`config.mk`:
```
export PLATFORM = sky130hd
export DESIGN_NAME = pc_core
export DESIGN_NICKNAME = d
export VERILOG_FILES = /design/src/rtl/pc_pkg.sv /design/src/rtl/stack_if.sv /design/src/rtl/pc_core.sv /design/src/rtl/pc_sequencer.sv /design/src/rtl/return_stack.sv
export SDC_FILE = /design/constraint.sdc
export NUM_CORES = 1
export LEC_CHECK = 0
export BUFFER_PORTS_ARGS = -buffer_cell sky130_fd_sc_hd__buf_2
export CAP_MARGIN = 20
export CORE_MARGIN = 8
export CORE_UTILIZATION = 42
export CTS_CLUSTER_DIAMETER = 50
export DETAILED_ROUTE_END_ITERATION = 7
export GPL_TIMING_DRIVEN = 0
export SLEW_MARGIN = 25
export SYNTH_ARGS = -nofsm -noshare
export SYNTH_HDL_FRONTEND = slang
export SYNTH_HIERARCHICAL = 1
export SYNTH_SLANG_ARGS = --single-unit
```
`constraint.sdc`:
```
create_clock -name clk -period 4.3 [get_ports clk]
set_clock_uncertainty 0.2 [all_clocks]
set_input_delay 0.43 -clock clk [delete_from_list [all_inputs] [get_ports clk]]
set_output_delay 0.43 -clock clk [all_outputs]
set_load 0.02 [all_outputs]
```
`src/rtl/pc_pkg.sv`:
```
// constants for the program counter, return stack and indirect addressing
// assumes a single core clock and synchronous active-high reset
package pc_pkg;
    localparam int PC_WIDTH = 13;
    localparam int BYTE_WIDTH = 8;
    localparam int UPPER_WIDTH = 5;
    localparam int OPERAND_WIDTH = 11;
    localparam int STACK_DEPTH = 8;
    localparam int STACK_PTR_WIDTH = 3;
    localparam int DATA_ADDR_WIDTH = 9;
    localparam int JUMP_LATCH_HI = 4;
    localparam int JUMP_LATCH_LO = 3;
    localparam logic [12:0] PC_RESET = 13'h0000;
    localparam logic [4:0] LATCH_RESET = 5'h00;
    localparam logic [7:0] FSR_RESET = 8'h00;
    localparam logic [2:0] PTR_RESET = 3'h0;
    localparam logic [7:0] INDIRECT_READ_VALUE = 8'h00;
    // address of the virtual register within a data bank (low eight bits)
    localparam logic [7:0] INDIRECT_REG_ADDR = 8'h00;
    // operation codes presented by the instruction decoder
    typedef enum logic [2:0]
    {
        PC_OP_STEP,
        PC_OP_HOLD,
        PC_OP_JUMP,
        PC_OP_CALL,
        PC_OP_VECTOR,
        PC_OP_RETURN,
        PC_OP_LOW_WRITE
    } pc_op_t;
endpackage

```
`src/rtl/stack_if.sv`:
```
// push/pop carrier between the sequencer and its return stack
// assumes both ends share the core clock
`timescale 1ns/1ps
interface stack_if;
    logic push;
    logic pop;
    logic [12:0] push_data;
    logic [12:0] top_data;
    modport ctrl (output push, output pop, output push_data, input top_data);
    modport store (input push, input pop, input push_data, output top_data);
endinterface
```
`src/rtl/pc_core.sv`:
```
// top: program counter with upper latch, return stack, indirect addressing
// assumes the decoder drives op, operands and strobes on the core clock
`timescale 1ns/1ps
// Operation
// counter is a thirteen-bit register
// low byte accessible, upper only via latch
// any reset clears whole counter
// low-byte write loads upper from latch
// jump or call takes latch bits 4:3
// low-byte add wraps, no latch carry
// eight by thirteen hidden stack
// call or interrupt vector pushes counter
// returns pop stack into counter
// push and pop leave latch alone
// stack is circular, ninth overwrites first
// no overflow or underflow status
// indirect register redirects via pointer
// self-referencing indirect read gives zero
// self-referencing indirect write stores nothing
// indirect address is bank bit plus pointer
// jump low eleven bits from operand
// excess pops wrap, no error
module pc_core
    import pc_pkg::*;
(
    input wire logic clk,
    input wire logic rst,
    input wire logic step_en,
    input wire pc_pkg::pc_op_t op,
    input wire logic [10:0] jump_target,
    input wire logic [12:0] vector_addr,
    input wire logic [7:0] low_byte_wdata,
    input wire logic latch_we,
    input wire logic [4:0] latch_wdata,
    input wire logic fsr_we,
    input wire logic [7:0] fsr_wdata,
    input wire logic indirect_bank_select,
    input wire logic [7:0] direct_addr,
    input wire logic data_write,
    input wire logic [7:0] mem_rdata,
    output logic [12:0] pc,
    output logic [7:0] pc_low_byte,
    output logic [4:0] pc_upper_latch,
    output logic [7:0] file_select_pointer,
    output logic [8:0] data_addr,
    output logic data_we,
    output logic [7:0] read_value
);
    import pc_pkg::*;

    logic [4:0] next_latch;
    logic [12:0] next_pc;
    logic [7:0] next_fsr;
    logic [8:0] comb_addr;
    logic comb_we;
    logic [7:0] comb_read;
    stack_if stk ();

    return_stack u_stack (
        .clk(clk),
        .rst(rst),
        .bus(stk)
    );

    indirect_addr u_indirect (
        .indirect_bank_select(indirect_bank_select),
        .file_select_pointer(file_select_pointer),
        .direct_addr(direct_addr),
        .write_en(data_write),
        .mem_rdata(mem_rdata),
        .data_addr(comb_addr),
        .data_we(comb_we),
        .read_value(comb_read)
    );

    // stack strobes only while the core advances
    always_comb
    begin
        stk.push = step_en && (op == PC_OP_CALL || op == PC_OP_VECTOR);
        stk.pop = step_en && (op == PC_OP_RETURN);
        stk.push_data = pc + 13'h0001;
    end

    // next counter; low-byte path is an 8-bit value so adds wrap by width
    always_comb
    begin
        next_pc = pc;
        if (step_en)
        begin
            case (op)
                PC_OP_STEP: next_pc = pc + 13'h0001;
                PC_OP_HOLD: next_pc = pc;
                PC_OP_JUMP, PC_OP_CALL:
                    next_pc = {pc_upper_latch[JUMP_LATCH_HI:JUMP_LATCH_LO], jump_target};
                PC_OP_VECTOR: next_pc = vector_addr;
                PC_OP_RETURN: next_pc = stk.top_data;
                PC_OP_LOW_WRITE: next_pc = {pc_upper_latch, low_byte_wdata};
                default: next_pc = pc;
            endcase
        end
    end

    // latch changes only on its own write; stack traffic never touches it
    always_comb
    begin
        next_latch = latch_we ? latch_wdata : pc_upper_latch;
        next_fsr = fsr_we ? fsr_wdata : file_select_pointer;
    end

    always_ff @(posedge clk)
    begin
        if (rst)
        begin
            pc <= PC_RESET;
            pc_upper_latch <= LATCH_RESET;
            file_select_pointer <= FSR_RESET;
            data_addr <= 9'h000;
            data_we <= 1'b0;
            read_value <= 8'h00;
        end
        else
        begin
            pc <= next_pc;
            pc_upper_latch <= next_latch;
            file_select_pointer <= next_fsr;
            data_addr <= comb_addr;
            data_we <= comb_we;
            read_value <= comb_read;
        end
    end

    // low byte mirrors the counter, registered through pc
    assign pc_low_byte = pc[7:0];

    // reset wins over any operation presented in the same cycle
    chk_reset_clears: assert property (@(posedge clk)
        rst |=> pc == PC_RESET)
        else $error("counter not cleared by reset");
    // all thirteen bits change together on a low-byte write
    chk_low_write_load: assert property (@(posedge clk) disable iff (rst)
        step_en && op == PC_OP_LOW_WRITE |=> pc == {$past(pc_upper_latch), $past(low_byte_wdata)})
        else $error("low write did not load all counter bits");
    chk_jump_bits: assert property (@(posedge clk) disable iff (rst)
        step_en && op == PC_OP_JUMP |=> pc[12:11] == $past(pc_upper_latch[4:3]) && pc[10:0] == $past(jump_target))
        else $error("jump target composed wrongly");
    chk_call_bits: assert property (@(posedge clk) disable iff (rst)
        step_en && op == PC_OP_CALL |=> pc[10:0] == $past(jump_target) && pc[12:11] == $past(pc_upper_latch[4:3]))
        else $error("call target composed wrongly");
    // a plain step carries through all thirteen bits, unlike a low-byte add
    chk_step_count: assert property (@(posedge clk) disable iff (rst)
        step_en && op == PC_OP_STEP |=> pc == $past(pc) + 13'h0001)
        else $error("counter did not advance on step");
    // a latch write alone must never reach the counter's upper bits
    chk_idle_hold: assert property (@(posedge clk) disable iff (rst)
        !step_en |=> $stable(pc))
        else $error("counter moved without an operation");
    chk_vector_load: assert property (@(posedge clk) disable iff (rst)
        step_en && op == PC_OP_VECTOR |=> pc == $past(vector_addr))
        else $error("vector address not loaded");
    chk_return_pop: assert property (@(posedge clk) disable iff (rst)
        step_en && op == PC_OP_RETURN |=> pc == $past(stk.top_data))
        else $error("return did not load the stack top");
    chk_latch_kept: assert property (@(posedge clk) disable iff (rst)
        (stk.push || stk.pop) && !latch_we |=> $stable(pc_upper_latch))
        else $error("stack operation altered latch");
    chk_call_return: assert property (@(posedge clk) disable iff (rst)
        step_en && op == PC_OP_CALL ##1 step_en && op == PC_OP_RETURN |=> pc == $past(pc, 2) + 13'h0001)
        else $error("return did not restore call address");
    // a genuine indirect write must still reach memory
    chk_indirect_write: assert property (@(posedge clk) disable iff (rst)
        data_write && direct_addr == INDIRECT_REG_ADDR && file_select_pointer != INDIRECT_REG_ADDR |=> data_we)
        else $error("indirect write was dropped");
    chk_self_read_zero: assert property (@(posedge clk) disable iff (rst)
        direct_addr == INDIRECT_REG_ADDR && file_select_pointer == INDIRECT_REG_ADDR |=> read_value == 8'h00 && !data_we)
        else $error("self-referencing indirect access not suppressed");
    chk_indirect_addr: assert property (@(posedge clk) disable iff (rst)
        direct_addr == INDIRECT_REG_ADDR |=> data_addr == {$past(indirect_bank_select), $past(file_select_pointer)})
        else $error("indirect address formed wrongly");
endmodule

```
`src/rtl/pc_sequencer.sv`:
```
// indirect-access redirect from the instruction's file address to data memory
// assumes the caller registers the pointer and every output; the bank bit arrives straight from the caller's input
`timescale 1ns/1ps
module indirect_addr
    import pc_pkg::*;
(
    input wire logic indirect_bank_select,
    input wire logic [7:0] file_select_pointer,
    input wire logic [7:0] direct_addr,
    input wire logic write_en,
    input wire logic [7:0] mem_rdata,
    output logic [8:0] data_addr,
    output logic data_we,
    output logic [7:0] read_value
);
    logic self_ref;
    logic is_indirect;

    // virtual register: no storage, redirects through the pointer
    always_comb
    begin
        is_indirect = (direct_addr == INDIRECT_REG_ADDR);
        self_ref = is_indirect && (file_select_pointer == INDIRECT_REG_ADDR);
        data_addr = is_indirect ? {indirect_bank_select, file_select_pointer}
                                : {indirect_bank_select, direct_addr};
        data_we = write_en && !self_ref;
        read_value = self_ref ? INDIRECT_READ_VALUE : mem_rdata;
    end
endmodule

```
`src/rtl/return_stack.sv`:
```
// eight-entry circular return-address stack with a hidden pointer
// assumes push and pop never arrive together
`timescale 1ns/1ps
module return_stack
    import pc_pkg::*;
(
    input wire logic clk,
    input wire logic rst,
    stack_if.store bus
);
    logic [PC_WIDTH-1:0] entries [STACK_DEPTH];
    logic [STACK_PTR_WIDTH-1:0] ptr;
    logic [STACK_PTR_WIDTH-1:0] next_ptr;

    // pointer wraps both ways; no overflow or underflow flag exists
    always_comb
    begin
        next_ptr = ptr;
        if (bus.push)
            next_ptr = ptr + 3'h1;
        else if (bus.pop)
            next_ptr = ptr - 3'h1;
    end

    always_ff @(posedge clk)
    begin
        if (rst)
            ptr <= PTR_RESET;
        else
            ptr <= next_ptr;
    end

    // entries are not reset; a stray pop returns whatever sits there
    always_ff @(posedge clk)
    begin
        if (bus.push)
            entries[ptr + 3'h1] <= bus.push_data;
    end

    assign bus.top_data = entries[ptr];

    chk_ptr_wraps: assert property (@(posedge clk) disable iff (rst)
        bus.push && !bus.pop |=> ptr == $past(ptr) + 3'h1)
        else $error("stack pointer did not advance on push");
    chk_pop_wraps: assert property (@(posedge clk) disable iff (rst)
        bus.pop && !bus.push |=> ptr == $past(ptr) - 3'h1)
        else $error("stack pointer did not retreat on pop");
    // the pushed address must be the one the next pop would hand back
    chk_push_store: assert property (@(posedge clk) disable iff (rst)
        bus.push |=> entries[ptr] == $past(bus.push_data))
        else $error("pushed address not stored at the new top");
endmodule

```
[Yosys cells after proc, flatten, opt, wreduce, memory -nomap -nowiden]
Memories as Yosys holds them, arrays and structs flattened. A register that Yosys moved wholly into a read port is not among the register bits.
Index checks and enable logic that the tools add are counted.
Storage, ports and cells
  register bits: 47
  bits in latches: 0
  memory bits (writable): 104
  ROM bits: 0
  input bits: 71
  output and inout port bits: 52
  word-level logic and storage cells: 38
  memories: 1
Memories
  u_stack.entries: depth 8, width 13, rd ports 1, clocked after Yosys merged registers in 1, write ports 1, RTL line return_stack.sv:11  | logic [PC_WIDTH-1:0] entries [STACK_DEPTH];
Operators by class
  $add $sub $neg: 3
  $mul: 0
  div/mod/pow operators: 0
  order comparisons: 0
  equal/unequal tests: 5
  shift operators: 0
  mux-type cells: 8
  bitwise operators: 0
  reduce and logical (&&, ||, !) cells: 14
Operator list (count)
  13-bit case mux with 5 select lines: 1
  8-bit logical NOT: 2
  13-bit by 1-bit adder with 13-bit output (second input constant): 1
  3-bit two-way mux: 4
  3-bit equality test (second input constant): 3
  8-bit two-way mux: 1
  3-bit by 2-bit equality test with 1-bit output (second input constant): 2
  5-bit nonzero test: 1
  1-bit logical AND: 4
  2-bit OR reduction: 2
  3-bit by 1-bit adder with 3-bit output (second input constant): 1
  3-bit logical NOT: 1
  3-bit by 1-bit subtractor with 3-bit output (second input constant): 1
  1-bit two-way mux: 2
  2-bit AND reduction: 1
  2-bit nonzero test: 1
  1-bit logical NOT: 1
  1-bit logical OR: 1

[Logic depth before layout (Yosys ltp)]
  word-level depth: 6
  gate-level depth with buffers: 9
  gate-level depth less buffers: 7

[Cells and area by module]
The synthesis kept the hierarchy.
Modules (own cells, without submodules)
  return_stack: times used 1, cells each 187, area each 4290.4 sq um, sequential area each 3243.1 sq um
  pc_core: times used 1, cells each 257, area each 2273.4 sq um, sequential area each 880.8 sq um
  indirect_addr: times used 1, cells each 33, area each 262.8 sq um, sequential area each 0.0 sq um

[Worst setup path after synthesis]
Ideal clock, no wire load.
  kind: in2reg
  start: input port op[2]
  end: memory u_stack.entries[1][0] (enable)
  library setup time: 0.400 ns
  arrival: 2.234 ns
  data required time: 3.700 ns
  slack: 1.467 ns
  cell stages on the path: 6
  buffers on the path: 2
  cell sequence: buf_2 -> clkbuf_1 -> o22ai_1 -> and2_1 -> nand2_1 -> nor3_1
Between the ends
  longest elaborated chain between the ends: 5
  elaborated cells on any way between the ends: 6
  those cells by class: 2 x eq/ne; 2 x mux; 2 x reduce/logical
RTL lines
  from (decl): RTL line pc_core.sv:29  | input wire pc_pkg::pc_op_t op,
  3-bit by 2-bit equality test with 1-bit output / 3-bit equality test (equally long branches): RTL line pc_core.sv:79  | stk.push = step_en && (op == PC_OP_CALL || op == PC_OP_VECTOR);
  1-bit logical OR (*): RTL line pc_core.sv:79
  1-bit logical AND (*): RTL line pc_core.sv:79
  net stk.push: RTL line stack_if.sv:5  | logic push;
  1-bit two-way mux (*): RTL line return_stack.sv:36  | if (bus.push)
  1-bit two-way mux (implied by the code) (*): RTL line return_stack.sv:37  | entries[ptr + 3'h1] <= bus.push_data;
  to (decl): RTL line return_stack.sv:11
The timed path passes the listed nets; every way through them passes the cells marked *.

==> run_results.csv <==
group,metric,value,unit
yosys,netlist_area,6830,um2
min_path,min-delay-path-class,"primary input to flip-flop",
critical_path,start_kind,"flip-flop",
cells_and_area,fin_util,0.523,
critical_path,crit_path_top_delay_cell,"mux4_2",
global_routing,met3_usage,0.0448,
global_routing,grt_pass1_wl,27.0,mm
route,final_antenna_net_count,0,
yosys,synthArstFlopShare,0,
timing,rsz0062_at_grt,"false",
yosys,avgSynthCellArea,14.3,um2
timing,worstMarginPinSlew,0.966,ns
placement,hpwl,13.5,mm
yosys,netlist_top_cells_count,"edfxtp_1 (104), dfxtp_1 (50), nor2_1 (29)",
timing,period_share,0.685,
timing,slew_viol_final,0,
route,viasPerCell,5.40,
flow_run,drv_cap,0,
power_and_ir_drop,irDropWorstVdd,0.299,mV
critical_path,path_class,"flip-flop to flip-flop",
clock_network,cts_tree,"done",
die,ios,123,
route,dr.pass1.iters,5,
critical_path,slowest_delay,0.44,ns
power_and_ir_drop,pwr_density_cell,408,nW/um2
route,vias,4586,
global_routing,gr-max-usage-layer,"met2",
yosys,yosysTopAreaCell,"edfxtp_1",
yosys,syn_nets,551,
critical_path,path_buf_inv,2,
die,die-area,20600,um2
global_routing,antenna_found_initial,0,
clock_network,cts_hold_buf,0,
clock_network,cts_setup_buffers,0,
clock_network,h-tree-depth,4,
placement,gp_congestion,0.860,
route,drtIter0Drc,361,
yosys,ys_seq_elements,154,
clock_network,path_clk_slew,0.06,ns
placement,dpl-instance-area,7780,um2
placement,dp_cells,819,
yosys,yosysUniqueCellTypes,52,
critical_path,r2r_slack,1.35,ns
timing,min_period,2.95,ns
cells_and_area,postLayoutCellArea,8310,um2
timing,tns,0,ns
clock_network,clk_path_buf_depth,2,
global_routing,grtUsageMet2,0.296,
clock_network,clock-root-buffer,"clkbuf_16",
critical_path,cp-end-kind,"flip-flop",
critical_path,crit_path_frequent_cell,"nand2_1",
yosys,ys_warn_count,6,
clock_network,numClockSinks,154,
run_status,status,"finished clean",
critical_path,cp_top_family,"multiplexers",
timing,finalHoldViolations,0,
cells_and_area,final_nets,696,
critical_path,required,4.38,ns
critical_path,cp_max_fo,10,
route,wl,18.1,mm
timing,fmax,339,MHz
clock_network,ctsResizeCount,0,
placement,port_buffers,118,
clock_network,insertion_delay,0.42,ns
timing,slew_headroom,0.351,
power_and_ir_drop,leakagePower,3.24,nW
cells_and_area,stdcell_count,850,
die,core_area,15900,um2
cells_and_area,n_fill_cell,1390,
cells_and_area,layout-drive-gt1-share,0.345,
die,rows,46,
route,post_drt_wl_per_cell,21.3,um
yosys,synth_top_cell_area_share,0.457,
critical_path,path_cells,"clkbuf_1, buf_2, mux4_1, mux2_2, mux4_2, nand2_1, o21ai_0, nand2_1, a21oi_1",
global_routing,grt_pass1_vias,4674,
die,start_util,0.430,
yosys,ys.flop_type,"edfxtp_1",
critical_path,worstPathArrival,3.02,ns
global_routing,use_met1,0.221,
global_routing,grt_use_total,0.179,
cells_and_area,area_growth,21.8,%
die,die_x,143,um
yosys,synth_area_leaders,"edfxtp_1 (46%), dfxtp_1 (15%), mux4_1 (9.2%)",
cells_and_area,antenna_cells,0,
clock_network,cts-buffers-inserted,17,
yosys,synthCells,477,
route,drc,0,
yosys,ys_seq_area_frac,0.604,
global_routing,gr-total-overflow,0,
die,dieHeight,143,um
yosys,synth-edff-count,104,
yosys,synth.most_common_cell,"edfxtp_1",
timing,finalSetupViolations,0,
global_routing,grt_max_degree,17,
-- cell usage in the layout (no fill, tap or decap), types with 17 or more instances in the layout --
cell / instances
buf_2: 125
buf_4: 17
clkbuf_16: 17
dfxtp_1: 50
edfxtp_1: 104
inv_1: 20
mux2i_1: 22
mux4_1: 24
nand2_1: 21
nor2_1: 25
nor2b_1: 23
o21ai_0: 17
-- worst paths after layout --
check,cells past startpoint,endpoint,from
max,9,pc[1],flip-flop
min,2,data_addr[8],indirect_bank_select
max reg2reg,9,pc[1],flip-flop
min reg2reg,2,pc_upper_latch[1],pc_upper_latch[1]
-- state kept, by name (all words and copies together) (netlist names), named ones only --
register	cells
u_stack/ptr	3
read_value	8
u_stack/entries	104
file_select_pointer	8
data_addr	9
data_we	1
pc	13
pc_upper_latch	5
-- where the power goes --
part           switching [mW]  internal, mW  total [mW]  leakage (nW)
logic                   0.221         0.157       0.379          1.62
clock network           0.575         0.785        1.36         0.255
registers              0.0307          1.62        1.66          1.37
total                   0.827          2.57        3.39          3.24
-- layer usage --
layer | vias up | share of wire
met5 | - | 0
met4 | 0 | 0.017
met3 | 22 | 0.059
met2 | 150 | 0.51
met1 | 2270 | 0.42
li1 | 2144 | -
-- worst register-to-register path: stages, from the launching register on --
cell and delay, ns:
dfxtp_1 0.30, clkbuf_1 0.41, buf_2 0.41, mux4_1 0.36
mux2_2 0.30, mux4_2 0.44, nand2_1 0.07, o21ai_0 0.14
nand2_1 0.12, a21oi_1 0.06
-- cell families after synthesis --
kind of cell / synth area share
AO/OA/AOI/OAI: 0.0830
XOR/XNOR: 0.0180
adder cells (fa/ha/maj): 0.00550
buffers and inverters: 0.0420
flip-flops: 0.604
multiplexers: 0.161
AND/OR/NAND/NOR: 0.0865
-- stage by stage --
step / setup WS (ns) / power (mW) / hold slack, ns
after floorplan: 1.47 / 1.92 / 0.302
after global placement: 0.0238 / 2.06 / 0.312
after detailed placement: 1.10 / 2.07 / 0.333
after CTS: 1.38 / 3.42 / 0.0256
after global routing: 1.22 / 3.51 / 0.0379
final: 1.35 / 3.39 / 0.0324
-- layout make-up --
type,count,area (um2),share of cell area
Multi-Input combinational cell,268,2450,0.294
Inverter,20,75.1,0.00903
Tap cell,216,270,0.0325
Sequential cell,154,4120,0.496
Clock buffer,18,429,0.0516
Clock inverter,13,105,0.0126
Timing Repair Buffer,126,651,0.0783
Buffer,35,211,0.0254
No activity file was read; power rests on OpenSTA's default activity.
